File: src/rtl/eee_tx_lpi_pkg.sv
package eee_tx_lpi_pkg;

  // Clock and prescaler timing
  localparam int unsigned CLK_PERIOD_PS  = 10000;
  localparam int unsigned HALF_US_PS     = 500000;
  localparam int unsigned HALF_US_CYCLES = HALF_US_PS / CLK_PERIOD_PS;

  // Register byte offsets
  localparam logic [11:0] CTRL_OFF        = 12'h100;
  localparam logic [11:0] INT_STATUS_OFF  = 12'h10C;
  localparam logic [11:0] INT_MASK_OFF    = 12'h110;
  localparam logic [11:0] LPI_STATE_OFF   = 12'h114;
  localparam logic [11:0] ENTRY_DELAY_OFF = 12'h130;
  localparam logic [11:0] EXIT_WAIT_OFF   = 12'h134;

  // Field positions
  localparam int unsigned ENABLE_BIT      = 0;
  localparam int unsigned ENTRY_IRQ_BIT   = 0;
  localparam int unsigned LPI_ACTIVE_BIT  = 0;
  localparam int unsigned TX_HOLD_BIT     = 1;
  localparam int unsigned GIG_FIELD_LSB   = 16;
  localparam int unsigned FAST_FIELD_LSB  = 0;

  // Reset values
  localparam logic [31:0] ENTRY_DELAY_RST = 32'h0000_0000;
  localparam logic [15:0] GIG_WAIT_RST    = 16'h0021;
  localparam logic [15:0] FAST_WAIT_RST   = 16'h001E;

  // AXI responses
  localparam logic [1:0]  RESP_OKAY       = 2'h0;
  localparam logic [1:0]  RESP_SLVERR     = 2'h2;

  typedef enum logic [1:0] {
    ST_IDLE,
    ST_ENTRY_WAIT,
    ST_LPI,
    ST_EXIT_WAIT
  } lpi_state_t;

endpackage : eee_tx_lpi_pkg

File: src/rtl/eee_tx_lpi_timing.sv
module eee_tx_lpi_timing #(
  parameter int unsigned ADDR_W         = 12,
  parameter int unsigned HALF_US_CYCLES = eee_tx_lpi_pkg::HALF_US_CYCLES
) (
  input  wire logic              core_clk,         // Core clock, 100 MHz
  input  wire logic              sys_rst,          // Synchronous reset, active high
  input  wire logic              clk_en,           // Freezes all state while low
  input  wire logic [ADDR_W-1:0] s_axi_awaddr,     // Write address
  input  wire logic              s_axi_awvalid,    // Write address valid
  output logic                   s_axi_awready,    // Write address ready
  input  wire logic [31:0]       s_axi_wdata,      // Write data
  input  wire logic [3:0]        s_axi_wstrb,      // Write byte strobes
  input  wire logic              s_axi_wvalid,     // Write data valid
  output logic                   s_axi_wready,     // Write data ready
  output logic [1:0]             s_axi_bresp,      // Write response
  output logic                   s_axi_bvalid,     // Write response valid
  input  wire logic              s_axi_bready,     // Write response ready
  input  wire logic [ADDR_W-1:0] s_axi_araddr,     // Read address
  input  wire logic              s_axi_arvalid,    // Read address valid
  output logic                   s_axi_arready,    // Read address ready
  output logic [31:0]            s_axi_rdata,      // Read data
  output logic [1:0]             s_axi_rresp,      // Read response
  output logic                   s_axi_rvalid,     // Read data valid
  input  wire logic              s_axi_rready,     // Read data ready
  input  wire logic              tx_fifo_empty,    // Transmit FIFO holds no data
  input  wire logic              link_speed_gig,   // Link runs at 1000 Mb/s
  input  wire logic              link_speed_fast,  // Link runs at 100 Mb/s
  input  wire logic              link_full_duplex, // Link is full duplex
  input  wire logic              link_eee_capable, // Both ends negotiated EEE at this speed
  output logic                   tx_lpi_req,       // Low power idle requested toward the PHY
  output logic                   tx_hold,          // Packet start held after idle exit
  output logic                   irq               // Level interrupt
);

  localparam int unsigned AW_HI = ADDR_W - 1;

  function automatic logic sel(input logic [ADDR_W-1:0] a, input logic [11:0] off);
    sel = (a[AW_HI:2] == off[AW_HI:2]);
  endfunction : sel

  function automatic logic mapped(input logic [ADDR_W-1:0] a);
    mapped = sel(a, eee_tx_lpi_pkg::CTRL_OFF) || sel(a, eee_tx_lpi_pkg::INT_STATUS_OFF) ||
             sel(a, eee_tx_lpi_pkg::INT_MASK_OFF) || sel(a, eee_tx_lpi_pkg::LPI_STATE_OFF) ||
             sel(a, eee_tx_lpi_pkg::ENTRY_DELAY_OFF) || sel(a, eee_tx_lpi_pkg::EXIT_WAIT_OFF);
  endfunction : mapped

  function automatic logic [31:0] merge(input logic [31:0] old, input logic [31:0] nw,
                                        input logic [3:0] strb);
    merge = old;
    for (int i = 0; i < 4; i++) begin
      if (strb[i]) begin
        merge[8*i +: 8] = nw[8*i +: 8];
      end
    end
  endfunction : merge

  // Register state
  logic                       energy_saving_enable_q;
  logic                       lpi_entry_irq_flag_q;
  logic                       irq_mask_q;
  logic [31:0]                lpi_entry_delay_count_q;
  logic [15:0]                exit_wait_gig_count_q;
  logic [15:0]                exit_wait_fast_count_q;

  // Bus state
  logic [ADDR_W-1:0]          waddr_q;
  logic [31:0]                wdata_q;
  logic [3:0]                 wstrb_q;
  logic                       wr_fire;
  logic                       rd_fire;
  logic                       sts_read;

  // Timing state
  eee_tx_lpi_pkg::lpi_state_t st_q;
  logic [31:0]                entry_cnt_q;
  logic [15:0]                exit_cnt_q;
  logic                       eligible;
  logic                       entry_set;
  logic                       half_tick;
  logic                       us_tick;
  logic [15:0]                exit_load;
  logic                       exit_tick;

  us_prescaler #(
    .HALF_US_CYCLES (HALF_US_CYCLES)
  ) u_prescaler (
    .core_clk  (core_clk),
    .sys_rst   (sys_rst),
    .clk_en    (clk_en),
    .half_tick (half_tick),
    .us_tick   (us_tick)
  );

  // Write channel: address and data taken independently, then one write
  assign wr_fire = ~s_axi_awready & ~s_axi_wready & ~s_axi_bvalid;
  assign rd_fire = s_axi_arvalid & s_axi_arready;
  assign sts_read = rd_fire & sel(s_axi_araddr, eee_tx_lpi_pkg::INT_STATUS_OFF);

  always_ff @(posedge core_clk) begin
    if (sys_rst) begin
      s_axi_awready <= 1'b1;
      s_axi_wready  <= 1'b1;
      s_axi_bvalid  <= 1'b0;
      s_axi_bresp   <= eee_tx_lpi_pkg::RESP_OKAY;
      waddr_q       <= '0;
      wdata_q       <= '0;
      wstrb_q       <= '0;
    end else if (clk_en) begin
      if (s_axi_awvalid && s_axi_awready) begin
        waddr_q       <= s_axi_awaddr;
        s_axi_awready <= 1'b0;
      end
      if (s_axi_wvalid && s_axi_wready) begin
        wdata_q      <= s_axi_wdata;
        wstrb_q      <= s_axi_wstrb;
        s_axi_wready <= 1'b0;
      end
      if (wr_fire) begin
        s_axi_bvalid <= 1'b1;
        s_axi_bresp  <= mapped(waddr_q) ? eee_tx_lpi_pkg::RESP_OKAY
                                        : eee_tx_lpi_pkg::RESP_SLVERR;
      end
      if (s_axi_bvalid && s_axi_bready) begin
        s_axi_bvalid  <= 1'b0;
        s_axi_awready <= 1'b1;
        s_axi_wready  <= 1'b1;
      end
    end
  end

  // Software-written registers
  always_ff @(posedge core_clk) begin
    if (sys_rst) begin
      energy_saving_enable_q  <= 1'b0;
      irq_mask_q              <= 1'b0;
      lpi_entry_delay_count_q <= eee_tx_lpi_pkg::ENTRY_DELAY_RST;
      exit_wait_gig_count_q   <= eee_tx_lpi_pkg::GIG_WAIT_RST;
      exit_wait_fast_count_q  <= eee_tx_lpi_pkg::FAST_WAIT_RST;
    end else if (clk_en && wr_fire) begin
      if (sel(waddr_q, eee_tx_lpi_pkg::CTRL_OFF) && wstrb_q[0]) begin
        energy_saving_enable_q <= wdata_q[eee_tx_lpi_pkg::ENABLE_BIT];
      end
      if (sel(waddr_q, eee_tx_lpi_pkg::INT_MASK_OFF) && wstrb_q[0]) begin
        irq_mask_q <= wdata_q[eee_tx_lpi_pkg::ENTRY_IRQ_BIT];
      end
      if (sel(waddr_q, eee_tx_lpi_pkg::ENTRY_DELAY_OFF)) begin
        lpi_entry_delay_count_q <= merge(lpi_entry_delay_count_q, wdata_q, wstrb_q);
      end
      if (sel(waddr_q, eee_tx_lpi_pkg::EXIT_WAIT_OFF)) begin
        {exit_wait_gig_count_q, exit_wait_fast_count_q} <=
          merge({exit_wait_gig_count_q, exit_wait_fast_count_q}, wdata_q, wstrb_q);
      end
    end
  end

  // Read channel: one-cycle answer after the address is taken
  always_ff @(posedge core_clk) begin
    if (sys_rst) begin
      s_axi_arready <= 1'b1;
      s_axi_rvalid  <= 1'b0;
      s_axi_rdata   <= '0;
      s_axi_rresp   <= eee_tx_lpi_pkg::RESP_OKAY;
    end else if (clk_en) begin
      if (rd_fire) begin
        s_axi_arready <= 1'b0;
        s_axi_rvalid  <= 1'b1;
        s_axi_rresp   <= mapped(s_axi_araddr) ? eee_tx_lpi_pkg::RESP_OKAY
                                              : eee_tx_lpi_pkg::RESP_SLVERR;
        s_axi_rdata   <= '0;
        if (sel(s_axi_araddr, eee_tx_lpi_pkg::CTRL_OFF)) begin
          s_axi_rdata[eee_tx_lpi_pkg::ENABLE_BIT] <= energy_saving_enable_q;
        end else if (sel(s_axi_araddr, eee_tx_lpi_pkg::INT_STATUS_OFF)) begin
          s_axi_rdata[eee_tx_lpi_pkg::ENTRY_IRQ_BIT] <= lpi_entry_irq_flag_q;
        end else if (sel(s_axi_araddr, eee_tx_lpi_pkg::INT_MASK_OFF)) begin
          s_axi_rdata[eee_tx_lpi_pkg::ENTRY_IRQ_BIT] <= irq_mask_q;
        end else if (sel(s_axi_araddr, eee_tx_lpi_pkg::LPI_STATE_OFF)) begin
          s_axi_rdata[eee_tx_lpi_pkg::LPI_ACTIVE_BIT] <= tx_lpi_req;
          s_axi_rdata[eee_tx_lpi_pkg::TX_HOLD_BIT]    <= tx_hold;
        end else if (sel(s_axi_araddr, eee_tx_lpi_pkg::ENTRY_DELAY_OFF)) begin
          s_axi_rdata <= lpi_entry_delay_count_q;
        end else if (sel(s_axi_araddr, eee_tx_lpi_pkg::EXIT_WAIT_OFF)) begin
          s_axi_rdata <= {exit_wait_gig_count_q, exit_wait_fast_count_q};
        end
      end
      if (s_axi_rvalid && s_axi_rready) begin
        s_axi_rvalid  <= 1'b0;
        s_axi_arready <= 1'b1;
      end
    end
  end

  // Eligibility gate for every idle request
  assign eligible = energy_saving_enable_q & link_full_duplex & link_eee_capable &
                    (link_speed_gig | link_speed_fast);
  assign exit_load = link_speed_gig ? exit_wait_gig_count_q : exit_wait_fast_count_q;
  assign exit_tick = link_speed_gig ? half_tick : us_tick;

  // Entry into idle, either immediately for a zero delay or after the count runs out
  assign entry_set = clk_en && eligible && tx_fifo_empty &&
                     (((st_q == eee_tx_lpi_pkg::ST_IDLE) && (lpi_entry_delay_count_q == '0)) ||
                      ((st_q == eee_tx_lpi_pkg::ST_ENTRY_WAIT) && (entry_cnt_q == '0) &&
                       us_tick));

  always_ff @(posedge core_clk) begin
    if (sys_rst) begin
      st_q        <= eee_tx_lpi_pkg::ST_IDLE;
      entry_cnt_q <= '0;
      exit_cnt_q  <= '0;
      tx_lpi_req  <= 1'b0;
      tx_hold     <= 1'b0;
    end else if (clk_en) begin
      case (st_q)
        eee_tx_lpi_pkg::ST_IDLE: begin
          if (eligible && tx_fifo_empty) begin
            if (lpi_entry_delay_count_q == '0) begin
              st_q       <= eee_tx_lpi_pkg::ST_LPI;
              tx_lpi_req <= 1'b1;
            end else begin
              st_q        <= eee_tx_lpi_pkg::ST_ENTRY_WAIT;
              entry_cnt_q <= lpi_entry_delay_count_q;
            end
          end
        end
        eee_tx_lpi_pkg::ST_ENTRY_WAIT: begin
          if (!eligible || !tx_fifo_empty) begin
            st_q <= eee_tx_lpi_pkg::ST_IDLE;
          end else if (us_tick && (entry_cnt_q == '0)) begin
            // Expire on the tick after zero so the wait never falls short of the count
            st_q       <= eee_tx_lpi_pkg::ST_LPI;
            tx_lpi_req <= 1'b1;
          end else if (us_tick) begin
            entry_cnt_q <= entry_cnt_q - 1'b1;
          end
        end
        eee_tx_lpi_pkg::ST_LPI: begin
          if (!eligible || !tx_fifo_empty) begin
            st_q       <= eee_tx_lpi_pkg::ST_EXIT_WAIT;
            tx_lpi_req <= 1'b0;
            tx_hold    <= 1'b1;
            exit_cnt_q <= exit_load;
          end
        end
        eee_tx_lpi_pkg::ST_EXIT_WAIT: begin
          if (exit_tick && (exit_cnt_q == '0)) begin
            st_q    <= eee_tx_lpi_pkg::ST_IDLE;
            tx_hold <= 1'b0;
          end else if (exit_tick) begin
            exit_cnt_q <= exit_cnt_q - 1'b1;
          end
        end
        default: begin
          st_q       <= eee_tx_lpi_pkg::ST_IDLE;
          tx_lpi_req <= 1'b0;
          tx_hold    <= 1'b0;
        end
      endcase
    end
  end

  // Sticky status, cleared by reading; a new event in the read cycle wins
  always_ff @(posedge core_clk) begin
    if (sys_rst) begin
      lpi_entry_irq_flag_q <= 1'b0;
    end else if (clk_en) begin
      if (entry_set) begin
        lpi_entry_irq_flag_q <= 1'b1;
      end else if (sts_read) begin
        lpi_entry_irq_flag_q <= 1'b0;
      end
    end
  end

  always_ff @(posedge core_clk) begin
    if (sys_rst) begin
      irq <= 1'b0;
    end else if (clk_en) begin
      irq <= lpi_entry_irq_flag_q & irq_mask_q;
    end
  end

  property p_disabled_no_idle;
    @(posedge core_clk) disable iff (sys_rst)
    clk_en && !eligible |=> (st_q != eee_tx_lpi_pkg::ST_ENTRY_WAIT) &&
                            (st_q != eee_tx_lpi_pkg::ST_LPI) && !tx_lpi_req;
  endproperty
  a_disabled_no_idle: assert property (p_disabled_no_idle)
    else $error("idle pursued while not eligible");

  property p_expiry_sets_flag;
    @(posedge core_clk) disable iff (sys_rst)
    clk_en && eligible && tx_fifo_empty && (st_q == eee_tx_lpi_pkg::ST_ENTRY_WAIT) &&
    (entry_cnt_q == '0) && us_tick |=> tx_lpi_req && lpi_entry_irq_flag_q;
  endproperty
  a_expiry_sets_flag: assert property (p_expiry_sets_flag)
    else $error("expired delay did not start idle and set the flag");

  property p_zero_delay;
    @(posedge core_clk) disable iff (sys_rst)
    clk_en && eligible && tx_fifo_empty && (st_q == eee_tx_lpi_pkg::ST_IDLE) &&
    (lpi_entry_delay_count_q == '0) |=> (st_q == eee_tx_lpi_pkg::ST_LPI) && tx_lpi_req;
  endproperty
  a_zero_delay: assert property (p_zero_delay)
    else $error("zero delay did not start idle at once");

  property p_restart;
    @(posedge core_clk) disable iff (sys_rst)
    clk_en && (st_q == eee_tx_lpi_pkg::ST_ENTRY_WAIT) && !tx_fifo_empty
    |=> (st_q == eee_tx_lpi_pkg::ST_IDLE);
  endproperty
  a_restart: assert property (p_restart)
    else $error("delay timer not restarted on traffic");

  property p_entry_load;
    @(posedge core_clk) disable iff (sys_rst)
    clk_en && eligible && tx_fifo_empty && (st_q == eee_tx_lpi_pkg::ST_IDLE) &&
    (lpi_entry_delay_count_q != '0) |=> (entry_cnt_q == $past(lpi_entry_delay_count_q));
  endproperty
  a_entry_load: assert property (p_entry_load)
    else $error("entry delay not loaded from register");

  property p_entry_tick_only;
    @(posedge core_clk) disable iff (sys_rst)
    clk_en && !us_tick && (st_q == eee_tx_lpi_pkg::ST_ENTRY_WAIT)
    |=> $stable(entry_cnt_q);
  endproperty
  a_entry_tick_only: assert property (p_entry_tick_only)
    else $error("entry counter moved without a microsecond tick");

  property p_exit_load;
    @(posedge core_clk) disable iff (sys_rst)
    clk_en && (st_q == eee_tx_lpi_pkg::ST_LPI) && !tx_fifo_empty
    |=> tx_hold && !tx_lpi_req &&
        (exit_cnt_q == ($past(link_speed_gig) ? exit_wait_gig_count_q
                                              : exit_wait_fast_count_q));
  endproperty
  a_exit_load: assert property (p_exit_load)
    else $error("exit wait not loaded for the link speed");

  property p_hold_while_counting;
    @(posedge core_clk) disable iff (sys_rst)
    (st_q == eee_tx_lpi_pkg::ST_EXIT_WAIT) && (exit_cnt_q != '0) |=> tx_hold;
  endproperty
  a_hold_while_counting: assert property (p_hold_while_counting)
    else $error("transmit released before exit wait ended");

  property p_tick_spacing;
    // A frozen cycle holds the tick, so spacing is judged only while enabled
    @(posedge core_clk) disable iff (sys_rst || !clk_en)
    us_tick |=> !us_tick [*8];
  endproperty
  a_tick_spacing: assert property (p_tick_spacing)
    else $error("microsecond ticks too close together");

endmodule : eee_tx_lpi_timing

File: src/rtl/us_prescaler.sv
module us_prescaler #(
  parameter int unsigned HALF_US_CYCLES = eee_tx_lpi_pkg::HALF_US_CYCLES
) (
  input  wire logic core_clk,   // Core clock
  input  wire logic sys_rst,    // Synchronous reset, active high
  input  wire logic clk_en,     // Freezes the prescaler while low
  output logic      half_tick,  // One-cycle pulse every 0.5 us
  output logic      us_tick     // One-cycle pulse every 1 us
);

  localparam int unsigned CW = (HALF_US_CYCLES > 1) ? $clog2(HALF_US_CYCLES) : 1;
  localparam logic [CW-1:0] LAST = CW'(HALF_US_CYCLES - 1);

  logic [CW-1:0] div_q;
  logic          phase_q;

  // Free running, so a delay started mid-period can run up to one tick long
  always_ff @(posedge core_clk) begin
    if (sys_rst) begin
      div_q     <= '0;
      phase_q   <= 1'b0;
      half_tick <= 1'b0;
      us_tick   <= 1'b0;
    end else if (clk_en) begin
      half_tick <= 1'b0;
      us_tick   <= 1'b0;
      if (div_q == LAST) begin
        div_q     <= '0;
        phase_q   <= ~phase_q;
        half_tick <= 1'b1;
        us_tick   <= phase_q;
      end else begin
        div_q <= div_q + 1'b1;
      end
    end
  end

endmodule : us_prescaler

File: config.mk
export PLATFORM = sky130hd
export DESIGN_NAME = eee_tx_lpi_timing
export DESIGN_NICKNAME = d
export VERILOG_FILES = /design/src/rtl/eee_tx_lpi_pkg.sv /design/src/rtl/eee_tx_lpi_timing.sv /design/src/rtl/us_prescaler.sv
export SDC_FILE = /design/constraint.sdc
export NUM_CORES = 1
export LEC_CHECK = 0
export BUFFER_PORTS_ARGS = -buffer_cell sky130_fd_sc_hd__buf_4
export CELL_PAD_IN_SITES_DETAIL_PLACEMENT = 1
export CELL_PAD_IN_SITES_GLOBAL_PLACEMENT = 1
export CORE_MARGIN = 1
export CORE_UTILIZATION = 39
export CTS_CLUSTER_DIAMETER = 80
export DETAILED_ROUTE_END_ITERATION = 8
export PLACE_DENSITY_LB_ADDON = 0.1
export SLEW_MARGIN = 25
export SYNTH_ARGS = -nofsm -noshare
export SYNTH_HDL_FRONTEND = slang
export SYNTH_SLANG_ARGS = --single-unit
export TNS_END_PERCENT = 20
File: constraint.sdc
create_clock -name core_clk -period 2.4 [get_ports core_clk]
set_input_delay 0.12 -clock core_clk [delete_from_list [all_inputs] [get_ports core_clk]]
set_output_delay 0.12 -clock core_clk [all_outputs]
set_load 0.02 [all_outputs]
# Word-level counts from Yosys, hierarchy flattened
# Index checks and enable logic that the tools add are counted.
[op_classes] n_bitwise=13 n_addsub=3 reduce_logical=67 n_mux=55 n_eq_ne=28
[ops] operator="2-to-1 mux 32 bit" count=7
[ops] operator="equality test 10 x 7 -> 1 bit (second input constant)" count=12
[ops] operator="2-to-1 mux 31 bit" count=3
[ops] operator="zero test 32 bit" count=2
[ops] operator="2-to-1 mux 16 bit" count=4
[ops] operator="case mux 32 bit (2 select lines)" count=1
[ops] operator="case mux 16 bit (2 select lines)" count=1
[ops] operator="subtractor 32 x 1 -> 32 bit (second input constant)" count=1
[ops] operator="2-to-1 mux 30 bit" count=1
[ops] operator="2-to-1 mux 1 bit" count=25
[ops] operator="AND reduction 2 bit" count=12
[ops] operator="AND reduction 3 bit" count=8
[ops] operator="2-to-1 mux 2 bit" count=9
[ops] operator="logical AND 1 bit" count=16
[ops] operator="zero test 16 bit" count=1
[ops] operator="subtractor 16 x 1 -> 16 bit (second input constant)" count=1
[ops] operator="!= test 2 bit (second input constant)" count=7
[ops] operator="AND reduction 7 bit" count=2
[ops] operator="nonzero test 2 bit" count=7
[ops] operator="logical OR 1 bit" count=12
[ops] operator="AND reduction 5 bit" count=2
[ops] operator="AND 1 bit" count=8
[ops] operator="!= test 2 x 1 -> 1 bit (second input constant)" count=4
[ops] operator="case mux 2 bit (4 select lines)" count=1
[ops] operator="14 further kinds" count=19
[word_totals] word_cells=198 regBits=218 input_bits=73

# Logic depth before layout (Yosys ltp)
[depth] word_depth=8 mapped_depth=10 depth_no_buf=8

# Cells and area by module
# Synthesis repeated with hierarchy kept, for this count alone.
[hier_totals] cells_unflattened=1245 hier_area_um2=9884.5
[modules_own_cells] module="eee_tx_lpi_timing" n_inst=1 seq_area_each_um2=4103.9 cells_per_inst=1203 area_each_um2=9466.6
[modules_own_cells] module="us_prescaler" n_inst=1 seq_area_each_um2=180.2 cells_per_inst=42 area_each_um2=417.9

# Least setup slack after synthesis
# Ideal clock, no wire load.
[synth_timing] path_kind="register to register" start="register entry_cnt_q[10]" end="register entry_cnt_q[23]" n_path_buf=4 path_slack_ps=-53 arrival_ps=2373 path_stages_with_launch=11 synth_period_minus_slack_ps=2453 path_cell_list="dfxtp_1 -> buf_6 -> or3_4 -> buf_6 -> or4_4 -> nor4_4 -> o31a_2 -> buf_6 -> buf_8 -> nand2_1 -> a211oi_2"
[synth_via] elab_chain_len=5 elab_cells_between_ends=9 cone_classes="add/sub: 1; eq/ne: 1; mux: 4; reduce/logical: 3"
[synth_lines] item="from (decl)" line_no="eee_tx_lpi_timing.sv:75" source="logic [31:0] entry_cnt_q;"
[synth_lines] item="from (signal assigned)" line_no="eee_tx_lpi_timing.sv:220" source="entry_cnt_q <= lpi_entry_delay_count_q;"
[synth_lines] item="from (signal assigned)" line_no="eee_tx_lpi_timing.sv:232" source="entry_cnt_q <= entry_cnt_q - 1'b1;"
[synth_lines] item="subtractor 32 x 1 -> 32 bit" line_no="eee_tx_lpi_timing.sv:232"
[synth_lines] item="2-to-1 mux 32 bit" line_no="eee_tx_lpi_timing.sv:231" source="end else if (us_tick) begin"
[synth_lines] item="2-to-1 mux 32 bit" line_no="eee_tx_lpi_timing.sv:227" source="end else if (us_tick && (entry_cnt_q == '0)) begin"
[synth_lines] item="2-to-1 mux 32 bit" line_no="eee_tx_lpi_timing.sv:225" source="if (!eligible || !tx_fifo_empty) begin"
[synth_lines] item="case mux 32 bit (2 select lines)" line_no="eee_tx_lpi_timing.sv:212" source="case (st_q)"
# Several ways; a longest one is shown, not always the timed one. The select of a mux whose other input is x is not followed.
# A chain may end at the register's enable or synchronous reset.

# Final worst setup path
[layout_timing] start="register entry_cnt_q[15]" end="register entry_cnt_q[15]"
# The elaborated chain is that of the path after synthesis.

==> results.sh <==
export IMPL_die_area_mm2=0.0255
export IMPL_overflow=0
export IMPL_hold_class="in -> reg"
export IMPL_p_seq_share_pct=46.9
export IMPL_finalSetupViolations=12
export IMPL_rows=57
export IMPL_numCtsBuffers=25
export IMPL_initial_core_util_pct=39.8
export IMPL_end_kind="flip-flop"
export IMPL_grt_usage_pct=25.9
export IMPL_synth_edf_count=0
export IMPL_drt_initial_drc_count=573
export IMPL_grt_setup_unrepaired="yes"
export IMPL_synth_seq_cells=214
export IMPL_fp_dieH_um=160
export IMPL_ir_drop_mv=0.435
export IMPL_ys_types=64
export IMPL_via_count=9816
export IMPL_ant_nets=0
export IMPL_critPathLaunchType="flip-flop"
export IMPL_core_mm2=0.0244
export IMPL_p_sw_share_pct=23.3
export IMPL_timing_final_crit_share_pct=104
export IMPL_routed_wl_um=34100
export IMPL_dp_hpwl_um=22900
export IMPL_cts_root_buf="clkbuf_16"
export IMPL_synth_area_mm2=0.00972
export IMPL_hold_viol=0
export IMPL_setup_slack_ns=-0.0979
export IMPL_ys_seq_area_share_pct=44.1
export IMPL_area_growth_pct=32.6
export IMPL_drc=0
export IMPL_ctsHtreeMaxLevel=1
export IMPL_clk_pin_slew_worst_paths_ns=0.06
export IMPL_ioPinCount=117
export IMPL_dpl_instance_area_mm2=0.0114
export IMPL_p_comb_share_pct=5.9
export IMPL_worst_pin_slew_ns=0.692
export IMPL_synth_simple_gate_area_share_pct=24.9
export IMPL_layout_nets=1524
export IMPL_synthMuxAreaShare_pct=5.92
export IMPL_fp_dieW_um=160
export IMPL_grt_use_met3_pct=3.56
export IMPL_avgSynthCellArea_um2=7.84
export IMPL_synth_most_common_cell="nand2_1"
export IMPL_pre_cts_ws_ns=-0.0159
export IMPL_cap_violations=0
export IMPL_clockPowerShare_pct=47.2
export IMPL_ys_top_cells_by_area="dfxtp_1 (44%), nand2_1 (11%), a21oi_1 (8.3%), mux2i_1 (5.5%), o21ai_0 (4.0%)"
export IMPL_critPathTopFamily="simple AND/OR/NAND/NOR gates"
export IMPL_fin_crit_ns=2.50
export IMPL_cp_max_fo=8
export IMPL_port_buffers=110
export IMPL_async_reset_ff_share_pct=0
export IMPL_timing_fmax_ghz=0.400
export IMPL_drive_above_1_share_pct=19.0
export IMPL_p_switching_w=0.00182
export IMPL_synth_cells=1240
export IMPL_violations="negative setup slack"
export IMPL_clock_latency_ns=0.53
export IMPL_grt_busiest_layer="met2"
export IMPL_wl_per_cell_um=19.1
export IMPL_ys_warn_count=0
export IMPL_synthXorXnorAreaFrac_pct=1.17
export IMPL_outcome="complete, but fails checks"
export IMPL_slew_viol_final=0
export IMPL_use_met1_pct=36.8
export IMPL_final_cell_area_mm2=0.0129
export IMPL_grtUsageMet2_pct=41.3
export IMPL_crit_type="reg -> reg"
export IMPL_n_antenna_cell=0
export IMPL_crit_chain="or3_4 > or4_4 > nor4_4 > o31a_4 > buf_12 > o21ai_2 > a21oi_1"
export IMPL_clock_tree_buffer_depth=3
export IMPL_fin_total_pwr_w=0.00780
export IMPL_cts_sinks=214
export IMPL_synth_ff_type="dfxtp_1"
export IMPL_leakage_nw=4.98
export IMPL_tns_ns=-0.476
export IMPL_power_density_mw_per_mm2=605
export IMPL_vias_per_cell=5.50
export IMPL_slew_headroom_pct=53.9
export IMPL_synth_compound_area_share_pct=18.8
export IMPL_cp_num_buf_inv=1
export IMPL_skew_ns=0.00897
export IMPL_antenna_found_initial=0
export IMPL_yosys_area_top_type="dfxtp_1"
export IMPL_arrival_ns=2.93
export IMPL_p_int_w=0.00598
export IMPL_grt_max_degree=57
export IMPL_finalWeightedCongestion=0.841
export IMPL_grt_pass1_vias=9697
export IMPL_synth_adder_area_share_pct=0.644
export IMPL_synthTopCellsByCount="nand2_1 (291), dfxtp_1 (214), a21oi_1 (161)"
export IMPL_cpPeakStageDelay_ns=0.55
export IMPL_cp_slowest_cell="or4_4"
export IMPL_synth_top_family_by_area="simple AND/OR/NAND/NOR gates"
export IMPL_required_ns=2.83
export IMPL_synth_top_area_share_pct=44.1
export IMPL_tritoncts="done"
export IMPL_grt_pass1_wl_um=53200
export IMPL_drtPass1Iterations=5
## per-layer routing
metal | part of all wire (%) | routed length [µm]
met1 | 47 | 16200
met2 | 46 | 15600
met3 | 4.4 | 1500
met4 | 2.5 | 855
met5 | 0 | 0
## flip-flops by register name, summed over array words and instances (netlist names), 2 cells and up
register	count
waddr_q	10
exit_cnt_q	16
wstrb_q	4
st_q	2
exit_wait_gig_count_q	16
s_axi_rdata	32
wdata_q	32
lpi_entry_delay_count_q	32
entry_cnt_q	32
exit_wait_fast_count_q	16
u_prescaler.div_q	6
## layout by cell type, fill, tap and decap left out, types with 5 or more instances in the layout
cell,n
nor2b_1,5
buf_12,8
mux2i_1,53
clkbuf_1,8
or3_1,9
a211o_1,12
o211ai_1,8
ha_1,5
nand2_1,289
o22ai_1,5
dfxtp_1,210
nand3b_1,10
nand3_1,51
o31ai_1,6
buf_4,191
inv_1,15
a211oi_1,7
nor4_1,23
nor2_1,67
o21ai_0,69
xnor2_1,9
clkbuf_16,27
and3_1,8
a21oi_1,156
and2_1,5
nand2b_1,8
dlygate4sd3_1,58
nor3_1,24
a31oi_1,6
a21oi_2,5
nand4_1,9
## cells by family (layout without fill, tap and decap cells)
kind of cell,after synthesis,in the layout
flops,214,214
compound gates,316,316
xor+xnor,13,13
other cells,1,2
fa+ha+maj,5,5
mux,56,56
simple gates,535,535
buf+inv,100,321
## through the flow
stage	utilization, %	hold WS [ns]	std cells
after floorplan	-	0.256	1241
after global routing	52.8	0.0932	1786
after detailed placement	46.6	0.376	1679
final	52.8	0.0503	1786
after CTS	52.2	0.00641	1781
after global placement	46.6	0.369	1679
## power by group through the flow
stage | Combinational (W) | Sequential [W] | Clock (W)
5_1_grt | 0.000504 | 0.00366 | 0.00389
2_1_floorplan | 0.000211 | 0.00372 | 0
4_1_cts | 0.000456 | 0.00366 | 0.00376
3_3_place_gp | 0.000376 | 0.00373 | 0
6_report | 0.000462 | 0.00366 | 0.00368
3_5_place_dp | 0.000381 | 0.00373 | 0
## area by class of cell
cell class                 instances  area [µm²]
clock buffer                      37         711
clock inverter                     6        70.1
fill                            2963       11500
inverter                          15        56.3
multi-input combinational        927        5090
sequential                       214        4290
tap                              324         405
timing repair buffer             263        2270
## path summary, 6_finish.rpt
kind / start / to / slack [ns] / cells after the start
worst max-delay path: entry_cnt_q[15] / entry_cnt_q[15] / -0.1 / 7
worst min-delay path: s_axi_araddr[8] / s_axi_rresp[1] / 0.05 / 4
worst max register to register: entry_cnt_q[15] / entry_cnt_q[15] / -0.1 / 7
worst min register to register: s_axi_rdata[23] / s_axi_rdata[23] / 0.45 / 2
## worst reg2reg max path, stage by stage, from the launching register on
cell	delay (ns)
dfxtp_2	0.34
or3_4	0.37
or4_4	0.55
nor4_4	0.41
o31a_4	0.29
buf_12	0.15
o21ai_2	0.08
a21oi_1	0.22
## repair_timing
item,CTS,global route
pin swaps,4,23
setup endpoints to repair,4,38
hold buffers,58,0
setup buffers,1,3
cloned,0,2
gates resized for setup,1,32
hold endpoints to repair,55,0
Note: power is estimated with default switching activity, not from simulation.
